### src/fsg_params.svh
// Constants for the flash security write/erase gate.
// Assumes an 8-bit register port and a 16-bit flash byte address.
`ifndef FSG_PARAMS_SVH
`define FSG_PARAMS_SVH
// ==========================================================
// Register offsets
`define FSG_PSC_ADDR 8'h8f
`define FSG_KEY_ADDR 8'hb7
`define FSG_RSRC_ADDR 8'hef
`define FSG_SUP_ADDR 8'hfe
// ==========================================================
// Field positions and reset values
`define FSG_WE_BIT 0
`define FSG_EE_BIT 1
`define FSG_MON_EN_BIT 0
`define FSG_MON_RST_BIT 1
`define FSG_FERR_BIT 6
`define FSG_CTL_RST 2'h0
`define FSG_SUP_ON 2'h3
`define FSG_KEY_CODE1 8'ha5
`define FSG_KEY_CODE2 8'hf1
// ==========================================================
// Flash map
`define FSG_PAGE_LSB 9
`define FSG_PAGE_MSB 15
`define FSG_LOCK_ADDR 16'h7dff
`define FSG_LOCK_PAGE 7'h3e
`define FSG_RSVD_BASE 16'h7e00
`define FSG_ERASED 8'hff
`define FSG_PAGE_OFS 9'h000
// ==========================================================
// Timing: 250 MHz clock, waits are least times so they round up
`define FSG_CLK_MHZ 64'd250
`define FSG_WRITE_NS 64'd57000
`define FSG_ERASE_NS 64'd24000000
`define FSG_WRITE_CYC ((`FSG_WRITE_NS * `FSG_CLK_MHZ + 64'd999) / 64'd1000)
`define FSG_ERASE_CYC ((`FSG_ERASE_NS * `FSG_CLK_MHZ + 64'd999) / 64'd1000)
`endif

### src/fsg_pkg.sv
// Types shared by the flash security gate.
// Assumes fsg_params.svh supplies all numeric constants.
package fsg_pkg;
    // Sequencer states
    typedef enum logic [2:0] {
        S_INIT, S_INIT_RD, S_INIT_CAP, S_IDLE, S_RD, S_RD_CAP, S_WAIT, S_FAULT
    } fsg_state_e;
    // Flash operation, also the debug command code
    typedef enum logic [1:0] {OP_RD, OP_WR, OP_PERASE, OP_MASS} fsg_op_e;
    // Unlock key progress, read back as its code
    typedef enum logic [1:0] {KEY_LOCKED, KEY_FIRST, KEY_OPEN, KEY_DEAD} fsg_key_e;
endpackage

### src/fsg_gate.sv
// Flash access gate: checks firmware requests against the page lock, key and supply
// monitor and debug requests against the page lock, drives a flash macro, raises error reset.
// Assumes a flash macro with one-cycle read latency and a system reset
// tree that pulls sys_rst_i while dev_rst_o is high.
`timescale 1ns/1ns
`include "fsg_params.svh"
module fsg_gate
    import fsg_pkg::*;
#(
    parameter int WRITE_CYCLES = int'(`FSG_WRITE_CYC),
    parameter int ERASE_CYCLES = int'(`FSG_ERASE_CYC)
) (
    input wire logic ref_clk_i,
    input wire logic sys_rst_i,
    input wire logic por_rst_i,
    input wire logic [7:0] reg_addr_i,
    input wire logic [7:0] reg_wdata_i,
    input wire logic reg_wr_i,
    input wire logic reg_rd_i,
    output logic [7:0] reg_rdata_o,
    input wire logic fw_rd_i,
    input wire logic fw_xwr_i,
    input wire logic [15:0] fw_addr_i,
    input wire logic [7:0] fw_wdata_i,
    input wire logic [15:0] fw_pc_i,
    output logic [7:0] fw_rdata_o,
    output logic fw_rvalid_o,
    input wire logic dbg_req_i,
    input wire logic [1:0] dbg_cmd_i,
    input wire logic [15:0] dbg_addr_i,
    input wire logic [7:0] dbg_wdata_i,
    output logic [7:0] dbg_rdata_o,
    output logic dbg_done_o,
    output logic dbg_ok_o,
    output logic xram_wr_o,
    output logic [15:0] xram_addr_o,
    output logic [7:0] xram_wdata_o,
    output logic [15:0] fl_addr_o,
    output logic [7:0] fl_wdata_o,
    output logic fl_rd_o,
    output logic fl_wr_o,
    output logic fl_erase_o,
    output logic fl_mass_o,
    input wire logic [7:0] fl_rdata_i,
    output logic busy_o,
    output logic irq_hold_o,
    output logic dev_rst_o
);
    // ==========================================================
    // State
    fsg_state_e state_q;
    fsg_op_e op_q;
    fsg_key_e key_q;
    logic src_dbg_q, err_pend_q, ferr_q;
    logic [15:0] addr_q;
    logic [7:0] data_q, lock_q;
    logic [1:0] psc_q, sup_q;
    logic [22:0] wait_q;
    // ==========================================================
    // Request decode and security decision
    logic req_dbg, req_fw, idle, modify, any_locked, pc_locked, tgt_locked;
    logic rsvd, lock_pg, sec_ok, sup_bad, key_bad, go, fault_idle, fault_chk;
    logic lock_viol, mass_go, key_used, key_burn;
    logic [7:0] lock_n;
    logic [15:0] ra;
    fsg_op_e op_w;
    assign idle = (state_q == S_IDLE);
    assign req_dbg = dbg_req_i;
    assign req_fw = !dbg_req_i && (fw_rd_i || (fw_xwr_i && psc_q[`FSG_WE_BIT]));
    assign ra = req_dbg ? dbg_addr_i : fw_addr_i;
    assign lock_n = ~lock_q;
    assign any_locked = (lock_q != `FSG_ERASED);
    assign lock_pg = (ra[`FSG_PAGE_MSB:`FSG_PAGE_LSB] == `FSG_LOCK_PAGE);
    assign rsvd = (ra >= `FSG_RSVD_BASE);
    // Lock-byte page joins the locked set as soon as any page is locked
    assign tgt_locked = ({1'b0, ra[`FSG_PAGE_MSB:`FSG_PAGE_LSB]} < lock_n)
        || (lock_pg && any_locked);
    assign pc_locked = ({1'b0, fw_pc_i[`FSG_PAGE_MSB:`FSG_PAGE_LSB]} < lock_n)
        || ((fw_pc_i[`FSG_PAGE_MSB:`FSG_PAGE_LSB] == `FSG_LOCK_PAGE) && any_locked);
    // Operation: firmware read wins over a store in the same cycle
    always_comb begin
        if (req_dbg) begin
            op_w = fsg_op_e'(dbg_cmd_i);
        end else if (fw_rd_i) begin
            op_w = OP_RD;
        end else if (psc_q[`FSG_EE_BIT]) begin
            op_w = OP_PERASE;
        end else begin
            op_w = OP_WR;
        end
    end
    // Security table by source, target and lock state
    always_comb begin
        if (op_w == OP_MASS) begin
            sec_ok = req_dbg;
        end else if (rsvd) begin
            sec_ok = 1'b0;
        end else if (op_w == OP_PERASE && lock_pg) begin
            sec_ok = req_dbg && !any_locked;
        end else if (tgt_locked) begin
            sec_ok = !req_dbg && pc_locked;
        end else begin
            sec_ok = 1'b1;
        end
    end
    assign modify = (op_w != OP_RD);
    assign sup_bad = !req_dbg && modify && (sup_q != `FSG_SUP_ON);
    assign key_bad = !req_dbg && modify && (key_q != KEY_OPEN);
    assign fault_idle = idle && req_fw && (sup_bad || !sec_ok);
    assign key_burn = idle && req_fw && !sup_bad && sec_ok && key_bad;
    assign go = idle && (req_dbg || req_fw) && sec_ok && !sup_bad && !key_bad;
    assign key_used = go && req_fw && modify;
    assign mass_go = go && (op_w == OP_MASS);
    // A programmed lock byte may never be rewritten
    assign lock_viol = (addr_q == `FSG_LOCK_ADDR) && (fl_rdata_i != `FSG_ERASED);
    assign fault_chk = (state_q == S_RD_CAP) && (op_q == OP_WR) && !src_dbg_q && lock_viol;
    // ==========================================================
    // Sequencer and flash strobes
    always_ff @(posedge ref_clk_i or posedge sys_rst_i) begin
        if (sys_rst_i) begin
            state_q <= S_INIT;
            op_q <= OP_RD;
            src_dbg_q <= 1'b0;
            addr_q <= 16'h0000;
            data_q <= 8'h00;
            lock_q <= 8'hff;
            wait_q <= 23'h000000;
            fl_addr_o <= 16'h0000;
            fl_wdata_o <= 8'h00;
            fl_rd_o <= 1'b0;
            fl_wr_o <= 1'b0;
            fl_erase_o <= 1'b0;
            fl_mass_o <= 1'b0;
            fw_rdata_o <= 8'h00;
            fw_rvalid_o <= 1'b0;
            dbg_rdata_o <= 8'h00;
            dbg_done_o <= 1'b0;
            dbg_ok_o <= 1'b0;
            busy_o <= 1'b1;
            irq_hold_o <= 1'b0;
            dev_rst_o <= 1'b0;
        end else begin
            fl_rd_o <= 1'b0;
            fl_wr_o <= 1'b0;
            fl_erase_o <= 1'b0;
            fl_mass_o <= 1'b0;
            fw_rvalid_o <= 1'b0;
            dbg_done_o <= 1'b0;
            unique case (state_q)
                // Lock state is sampled once per reset, so a new lock byte waits
                S_INIT: begin
                    fl_addr_o <= `FSG_LOCK_ADDR;
                    fl_rd_o <= 1'b1;
                    state_q <= S_INIT_RD;
                end
                S_INIT_RD: state_q <= S_INIT_CAP;
                S_INIT_CAP: begin
                    lock_q <= fl_rdata_i;
                    busy_o <= 1'b0;
                    state_q <= S_IDLE;
                end
                S_IDLE: begin
                    op_q <= op_w;
                    src_dbg_q <= req_dbg;
                    addr_q <= ra;
                    data_q <= req_dbg ? dbg_wdata_i : fw_wdata_i;
                    if (fault_idle) begin
                        dev_rst_o <= 1'b1;
                        busy_o <= 1'b1;
                        state_q <= S_FAULT;
                    end else if (idle && req_dbg && !sec_ok) begin
                        dbg_done_o <= 1'b1;
                        dbg_ok_o <= 1'b0;
                    end else if (go && (op_w == OP_RD || op_w == OP_WR)) begin
                        // Writes read the old byte first to merge it
                        fl_addr_o <= ra;
                        fl_rd_o <= 1'b1;
                        busy_o <= 1'b1;
                        state_q <= S_RD;
                    end else if (go) begin
                        fl_addr_o <= {ra[`FSG_PAGE_MSB:`FSG_PAGE_LSB], `FSG_PAGE_OFS};
                        fl_erase_o <= (op_w == OP_PERASE);
                        fl_mass_o <= (op_w == OP_MASS);
                        if (op_w == OP_MASS) begin
                            lock_q <= `FSG_ERASED;
                        end
                        wait_q <= ERASE_CYCLES[22:0];
                        irq_hold_o <= 1'b1;
                        busy_o <= 1'b1;
                        state_q <= S_WAIT;
                    end
                end
                S_RD: state_q <= S_RD_CAP;
                S_RD_CAP: begin
                    if (op_q == OP_RD) begin
                        fw_rdata_o <= src_dbg_q ? fw_rdata_o : fl_rdata_i;
                        fw_rvalid_o <= !src_dbg_q;
                        dbg_rdata_o <= src_dbg_q ? fl_rdata_i : dbg_rdata_o;
                        dbg_done_o <= src_dbg_q;
                        dbg_ok_o <= 1'b1;
                        busy_o <= 1'b0;
                        state_q <= S_IDLE;
                    end else if (fault_chk) begin
                        dev_rst_o <= 1'b1;
                        state_q <= S_FAULT;
                    end else if (src_dbg_q && lock_viol) begin
                        dbg_done_o <= 1'b1;
                        dbg_ok_o <= 1'b0;
                        busy_o <= 1'b0;
                        state_q <= S_IDLE;
                    end else begin
                        fl_wdata_o <= data_q & fl_rdata_i;
                        fl_wr_o <= 1'b1;
                        wait_q <= WRITE_CYCLES[22:0];
                        irq_hold_o <= 1'b1;
                        state_q <= S_WAIT;
                    end
                end
                S_WAIT: begin
                    if (wait_q <= 23'h000001) begin
                        irq_hold_o <= 1'b0;
                        busy_o <= 1'b0;
                        dbg_done_o <= src_dbg_q;
                        dbg_ok_o <= 1'b1;
                        state_q <= S_IDLE;
                    end else begin
                        wait_q <= wait_q - 23'h000001;
                    end
                end
                // Held until the reset tree answers; nothing else runs
                S_FAULT: dev_rst_o <= 1'b1;
            endcase
        end
    end
    // ==========================================================
    // Unlock key: a bad code or an early attempt disables until reset
    always_ff @(posedge ref_clk_i or posedge sys_rst_i) begin
        if (sys_rst_i) begin
            key_q <= KEY_LOCKED;
        end else if (key_burn) begin
            key_q <= KEY_DEAD;
        end else if (key_used) begin
            key_q <= KEY_LOCKED;
        end else if (reg_wr_i && reg_addr_i == `FSG_KEY_ADDR && key_q != KEY_DEAD) begin
            if (key_q == KEY_LOCKED && reg_wdata_i == `FSG_KEY_CODE1) begin
                key_q <= KEY_FIRST;
            end else if (key_q == KEY_FIRST && reg_wdata_i == `FSG_KEY_CODE2) begin
                key_q <= KEY_OPEN;
            end else begin
                key_q <= KEY_DEAD;
            end
        end
    end
    // ==========================================================
    // Control registers
    always_ff @(posedge ref_clk_i or posedge sys_rst_i) begin
        if (sys_rst_i) begin
            psc_q <= `FSG_CTL_RST;
            sup_q <= `FSG_CTL_RST;
        end else if (reg_wr_i) begin
            if (reg_addr_i == `FSG_PSC_ADDR) begin
                psc_q <= reg_wdata_i[1:0];
            end
            if (reg_addr_i == `FSG_SUP_ADDR) begin
                sup_q <= reg_wdata_i[1:0];
            end
        end
    end
    // Read data stands only in the cycle after the strobe
    always_ff @(posedge ref_clk_i or posedge sys_rst_i) begin
        if (sys_rst_i) begin
            reg_rdata_o <= 8'h00;
        end else if (!reg_rd_i) begin
            reg_rdata_o <= 8'h00;
        end else begin
            unique case (reg_addr_i)
                `FSG_PSC_ADDR: reg_rdata_o <= {6'h00, psc_q};
                `FSG_KEY_ADDR: reg_rdata_o <= {6'h00, 2'(key_q)};
                `FSG_SUP_ADDR: reg_rdata_o <= {6'h00, sup_q};
                `FSG_RSRC_ADDR: reg_rdata_o <= 8'(ferr_q) << `FSG_FERR_BIT;
                default: reg_rdata_o <= 8'h00;
            endcase
        end
    end
    // ==========================================================
    // Error flag outlives its reset; copied once at lock capture, as S_INIT repeats in reset
    always_ff @(posedge ref_clk_i or posedge por_rst_i) begin
        if (por_rst_i) begin
            err_pend_q <= 1'b0;
            ferr_q <= 1'b0;
        end else if (fault_idle || fault_chk) begin
            err_pend_q <= 1'b1;
        end else if (state_q == S_INIT_CAP) begin
            ferr_q <= err_pend_q;
            err_pend_q <= 1'b0;
        end
    end
    // External stores go to data RAM while write enable is clear
    always_ff @(posedge ref_clk_i or posedge sys_rst_i) begin
        if (sys_rst_i) begin
            xram_wr_o <= 1'b0;
            xram_addr_o <= 16'h0000;
            xram_wdata_o <= 8'h00;
        end else begin
            xram_wr_o <= fw_xwr_i && !psc_q[`FSG_WE_BIT];
            xram_addr_o <= fw_addr_i;
            xram_wdata_o <= fw_wdata_i;
        end
    end
endmodule

### config.mk
export PLATFORM = sky130hd
export DESIGN_NAME = fsg_gate
export DESIGN_NICKNAME = d
export VERILOG_FILES = /design/src/fsg_pkg.sv /design/src/fsg_gate.sv
export VERILOG_INCLUDE_DIRS = /design/src /design/src/src
export SDC_FILE = /design/constraint.sdc
export NUM_CORES = 1
export LEC_CHECK = 0
export BUFFER_PORTS_ARGS = -buffer_cell sky130_fd_sc_hd__buf_4
export CAP_MARGIN = 0
export CORE_ASPECT_RATIO = 0.5
export CORE_UTILIZATION = 48
export CTS_CLUSTER_DIAMETER = 80
export DETAILED_ROUTE_END_ITERATION = 10
export GPL_ROUTABILITY_DRIVEN = 0
export PLACE_DENSITY_LB_ADDON = 0.1
export REMOVE_ABC_BUFFERS = 1
export SLEW_MARGIN = 15
export SYNTH_ARGS = -nofsm -noshare
export SYNTH_HDL_FRONTEND = slang
export SYNTH_SLANG_ARGS = --single-unit
### constraint.sdc
create_clock -name ref_clk_i -period 4.6 [get_ports ref_clk_i]
set_clock_uncertainty 0.05 [all_clocks]
set_input_delay 0.69 -clock ref_clk_i [delete_from_list [all_inputs] [get_ports ref_clk_i]]
set_output_delay 0.69 -clock ref_clk_i [all_outputs]
set_load 0.005 [all_outputs]
# After elaboration in Yosys (flattened, before gate mapping)
# Cells that the tools add are included.
# word_totals
ff_bits	152
# classes
bitwise_logic	7
n_addsub	1
n_mux	99
n_reduce_logical	75
eq_ne	44
order_cmp	4
# ops
cell	count
$mux W23	8
$mux W16	5
$pmux W23 S3	1
$mux W1	53
$eq A8 B8 Y1 const B	6
$mux W8	6
$logic_and A1 B1 Y1	34
$pmux W16 S2	1
$pmux W7 S4	1
$mux W3	8
$ne A2 B2 Y1 const B	12
$le A23 B1 Y1 const B	1
$sub A23 B1 Y23 const B	1
$pmux W3 S7	1
$reduce_and A6 Y1	3
$reduce_and A9 Y1	2
$eq A16 B15 Y1 const B	1
$ge A16 B15 Y1 const B	1
$lt A7 B8 Y1	2
$ne A8 B8 Y1 const B	2
$pmux W8 S2	1
$reduce_and A4 Y1	4
$eq A7 B6 Y1 const B	2
$mux W2	7
27 further kinds	67

# Longest topological paths before layout
# logic_depth
ltp_word	16
depth_mapped	16
mapped_depth_nobuf	12

# Least setup slack after synthesis
# Ideal clock, no wire load.
# synth_path
kind	input port to flip-flop
startpoint	input port dbg_req_i
endpoint	register fl_addr_o[0]
setup_slack_ns	0.373
arrival_ns	4.053
stages	16
setup_time_ns	0.124
path_cell_list	buf_2 > buf_1 > buf_1 > mux2i_1 > inv_1 > ha_1 > o211ai_1 > a211oi_1 > nor2_1 > a32oi_1 > o21ai_0 > a21oi_1 > clkbuf_1 > clkbuf_1 > o21ai_0 > o31a_1
# synth_via
elab_chain_cells	16
# synth_rtl
item	line_no	rtl
from (decl)	fsg_gate.sv:28	input wire logic dbg_req_i,
$mux W16 (*)	fsg_gate.sv:70	assign ra = req_dbg ? dbg_addr_i : fw_addr_i;
net ra[12]	fsg_gate.sv:65	logic [15:0] ra;
parallel branches: the longest is 5 deep, another holds $lt A7 B8 Y1	n/a	
$mux W1 (*)	fsg_gate.sv:96	end else if (rsvd) begin
$mux W1 (*)	fsg_gate.sv:94	if (op_w == OP_MASS) begin
$logic_and A1 B1 Y1 (3 in a row)	fsg_gate.sv:111	assign go = idle && (req_dbg || req_fw) && sec_ok && !sup_bad && !key_bad;
$logic_and A1 B1 Y1	fsg_gate.sv:174	end else if (go && (op_w == OP_RD || op_w == OP_WR)) begin
$mux W16	fsg_gate.sv:174	
$mux W16	fsg_gate.sv:171	end else if (idle && req_dbg && !sec_ok) begin
$mux W16	fsg_gate.sv:167	if (fault_idle) begin
$pmux W16 S2	fsg_gate.sv:149	unique case (state_q)
to (signal assigned)	fsg_gate.sv:152	fl_addr_o <= `FSG_LOCK_ADDR;
to (signal assigned)	fsg_gate.sv:176	fl_addr_o <= ra;
to (signal assigned)	fsg_gate.sv:181	fl_addr_o <= {ra[`FSG_PAGE_MSB:`FSG_PAGE_LSB], `FSG_PAGE_OFS};
to (decl)	fsg_gate.sv:38	output logic [15:0] fl_addr_o,
# Mark *: on every way through the listed nets, which the timed path passes. The select of a mux whose other input is x is not followed.
# A chain may end at the register's enable or synchronous reset.

# Worst setup path after layout
# layout_path
startpoint	input port dbg_req_i
endpoint	register state_q[2]
# layout_via
elab_chain_cells	16
# layout_rtl
item	line_no	rtl
$mux W16 (*)	fsg_gate.sv:70	
net ra[14]	fsg_gate.sv:65	
parallel branches: the longest is 5 deep, another holds $lt A7 B8 Y1	n/a	
$mux W1 (*)	fsg_gate.sv:96	
$mux W1 (*)	fsg_gate.sv:94	
$logic_and A1 B1 Y1 (3 in a row)	fsg_gate.sv:111	
$logic_and A1 B1 Y1	fsg_gate.sv:174	
$mux W3	fsg_gate.sv:174	
$mux W3	fsg_gate.sv:171	
$mux W3	fsg_gate.sv:167	
$pmux W3 S7	fsg_gate.sv:149	
to (signal assigned)	fsg_gate.sv:154	state_q <= S_INIT_RD;
to (signal assigned)	fsg_gate.sv:170	state_q <= S_FAULT;
to (signal assigned)	fsg_gate.sv:179	state_q <= S_RD;
to (decl)	fsg_gate.sv:51	fsg_state_e state_q;
# Marked as above.

==> qor.yml <==
setup_path:
  worstSetupStartpoint: "dbg_req_i"
  cp_cell_sequence: "buf_4 -> mux2i_1 -> inv_1 -> ha_1 -> nand4_1 -> a211oi_1 -> nor2_1 -> a32oi_1 -> o21ai_0 -> o21ai_0 -> o21ai_0 -> o21a_1"
  rrSetupSlack_ns: 1.16
  reg2reg_depth: 8
  r2r_start: "wait_q[12]"
  cp_slowest_cell: "o21ai_0"
  rr_endpoint: "wait_q[17]"
  crit_fanout: 25
  worstPathArrival_ns: 3.91
  cp-end-kind: "register"
  path_class: "in2reg"
  worst_path_largest_cell_delay_ns: 0.61
  crit_top_cell: "o21ai_0"
  cp-start-kind: "input port"
  cp.required_ns: 4.86
layout:
  diodes: 0
  final_cell_area_um2: 8900
  areaGrowthSynthToFinish_pct: 28.4
  final_common_cell: "buf_4"
  layout-drive-gt1-share_pct: 30.4
  mostFrequentLayoutCells: "buf_4, dfrtp_1, nand2_1"
  layout.nets: 955
clock_tree:
  clk_latency_ns: 0.42
  cts_buffer_depth: 2
  cts_tree: "done"
  postCtsSetupRepairBufs: 0
  ctsHoldBuffers: 0
  clockRootBuffer: "clkbuf_16"
  clkSlewWorstSetupHoldPaths_ns: 0.06
  numCtsBuffers: 17
  cts.sinks: 147
  postCtsResizedCells: 0
  cts_max_level: 4
logic_synthesis:
  syn_inst: 680
  ys_warn_count: 0
  synth-xor-area-share_pct: 0.126
  ys_ff_latch: 147
  synth_edf_count: 0
  synth_seq_area_share_pct: 53.2
  async_flop_share_pct: 100
  synth-simple-area-share_pct: 17.1
  synthAdderAreaFrac_pct: 2.53
  synth-compound-area-share_pct: 15.9
  avgSynthCellArea_um2: 10.2
  synth_largest_area_cell: "dfrtp_1"
  netlist.area_leader.share_pct: 49.8
  synth_area_um2: 6930
  synth_top_family_by_area: "simple AND/OR/NAND/NOR gates"
  synth.distinct_cells: 65
  synth.area.mux_share_pct: 7.67
  synthFlopType: "dfrtp_1"
  yosys-top-cells-area: "dfrtp_1, o21ai_0, mux2_2, nand2_1, dfstp_2"
global_route:
  grt_pass1_wl_um: 28800
  use_met1_pct: 34.4
  antenna_found_initial: 0
  top_usage_layer: "met2"
  met3_usage_pct: 6.86
  grt_pass1_vias: 5611
  grt_use_total_pct: 24.9
  grt_max_degree: 87
  grt_use_met2_pct: 39.1
  grt_overflow: 0
sta:
  fin_crit_sh_pct: 79.5
  final-hold-violation-count: 0
  slew_headroom_pct: 22.9
  setup_ws_ns: 0.944
  fin_crit_ns: 3.66
  rsz0062_at_grt: "false"
  setup_violations: 0
  final_max_slew_viol_count: 0
  fmax_mhz: 274
  worst-slew-pin-transition_ns: 1.15
placement:
  place_ws_ns: 0.591
  port_buffers: 166
  postPlaceCellArea_um2: 8340
  hpwl_um: 12400
power_and_ir_drop:
  pwr-share-comb_pct: 33.7
  p_sw_uw: 1820
  p_leak_uw: 0.00410
  power_uw: 5110
  power_density_nw_per_um2: 574
  clkPwrFrac_pct: 25.7
  seqPwrFrac_pct: 40.6
  intPower_uw: 3290
  switching_share_pct: 35.6
  ir_drop_v: 0.000319
die:
  io_pins: 181
  row_count: 30
  die_h_um: 87.0
  core_area_um2: 13800
  start_util_pct: 50.2
  die_area_um2: 15000
  die_w_um: 172
drt:
  antenna_left: 0
  firstDrtPassIters: 7
  via_count: 5884
  wl_um: 17800
  routedWlPerCell_um: 17.0
  dr.first_iter.drc_count: 332
  drc: 0
  drt-vias-per-instance: 5.61
job:
  drv_cap: 0
outcome:
  outcome: "finished, final reports clean"
min_path:
  worstHoldPathType: "in2async"
-- cells in the mapped netlist, drive strengths merged, types with 5 or more instances --
cell type and count:
a21oi 37, or2 6, o21ai 69, inv 18
a21o 5, ha 14, nand2 78, dfrtp 138
nor2 55, a31oi 5, nor2b 6, nand3 15
nand4b 6, nor3 29, or4 5, o31a 10
o31ai 5, nor4 7, a211oi 8, mux2 27
clkbuf 23, mux2i 22, nand4 12, o22a 5
dfstp 9, buf 12
-- power groups by stage --
stage | clock (µW) | sequential [µW] | combinational [µW]
after detailed placement | 0 | 2080 | 1720
after floorplan | 0 | 2020 | 1010
after global placement | 0 | 2070 | 1660
final | 1310 | 2070 | 1720
after global routing | 1400 | 2130 | 1920
after CTS | 1340 | 2070 | 1720
-- registers in the layout (all words and copies together) (netlist names), 2 cells and up --
name,cells
wait_q,23
addr_q,16
fl_addr_o,16
xram_addr_o,16
data_q,8
dbg_rdata_o,8
fl_wdata_o,8
fw_rdata_o,8
lock_q,8
xram_wdata_o,8
reg_rdata_o,3
state_q,3
key_q,2
op_q,2
psc_q,2
sup_q,2
-- worst max-delay path by stage --
stage / to / slack [ns]
global route: state_q[2] / 0.69
finish: state_q[2] / 0.94
CTS: key_q[0] / 1.04
global placement: state_q[2] / 0.70
floorplan: addr_q[0] / -0.02
detailed placement: key_q[0] / 0.59
-- worst max-delay path: cells and delay by family --
kind | cells | cell delay (ns)
adder cells (fa/ha/maj) | 1 | 0.30
AO/OA/AOI/OAI | 6 | 1.91
multiplexers | 1 | 0.36
AND/OR/NAND/NOR | 2 | 0.19
buffers and inverters | 2 | 0.44
-- layer usage --
layer / vias up / part of all wire, %
met3: 16 / 6.4
met2: 181 / 47
met1: 2903 / 46
met4: 0 / 0.93
met5: - / 0
li1: 2784 / -
-- layout make-up --
cell class	instances	area, µm²
multi-input cells	484	3030
repair buffers	175	1310
inverters	18	72.6
flip-flops and latches	147	3690
clock inverters	12	106
well taps	192	240
fillers	1211	4910
clock buffers	20	447
-- per-stage QoR --
stage,util [%],hold slack [ns],setup TNS [ns],std cells
2_1_floorplan,-,0.381,-2.68,649
3_3_place_gp,60.4,0.412,0,1016
3_5_place_dp,60.4,0.411,0,1016
4_1_cts,64.4,0.0687,0,1048
5_1_grt,64.4,0.0705,0,1048
6_report,64.4,0.0805,0,1048
-- logic make-up after synthesis --
logic type | count (synthesis)
xor+xnor | 1
buf+inv | 53
flops | 147
simple gates | 240
compound gates | 175
other cells | 1
fa+ha+maj | 14
mux | 49
Power figures use the tool's default switching activity.
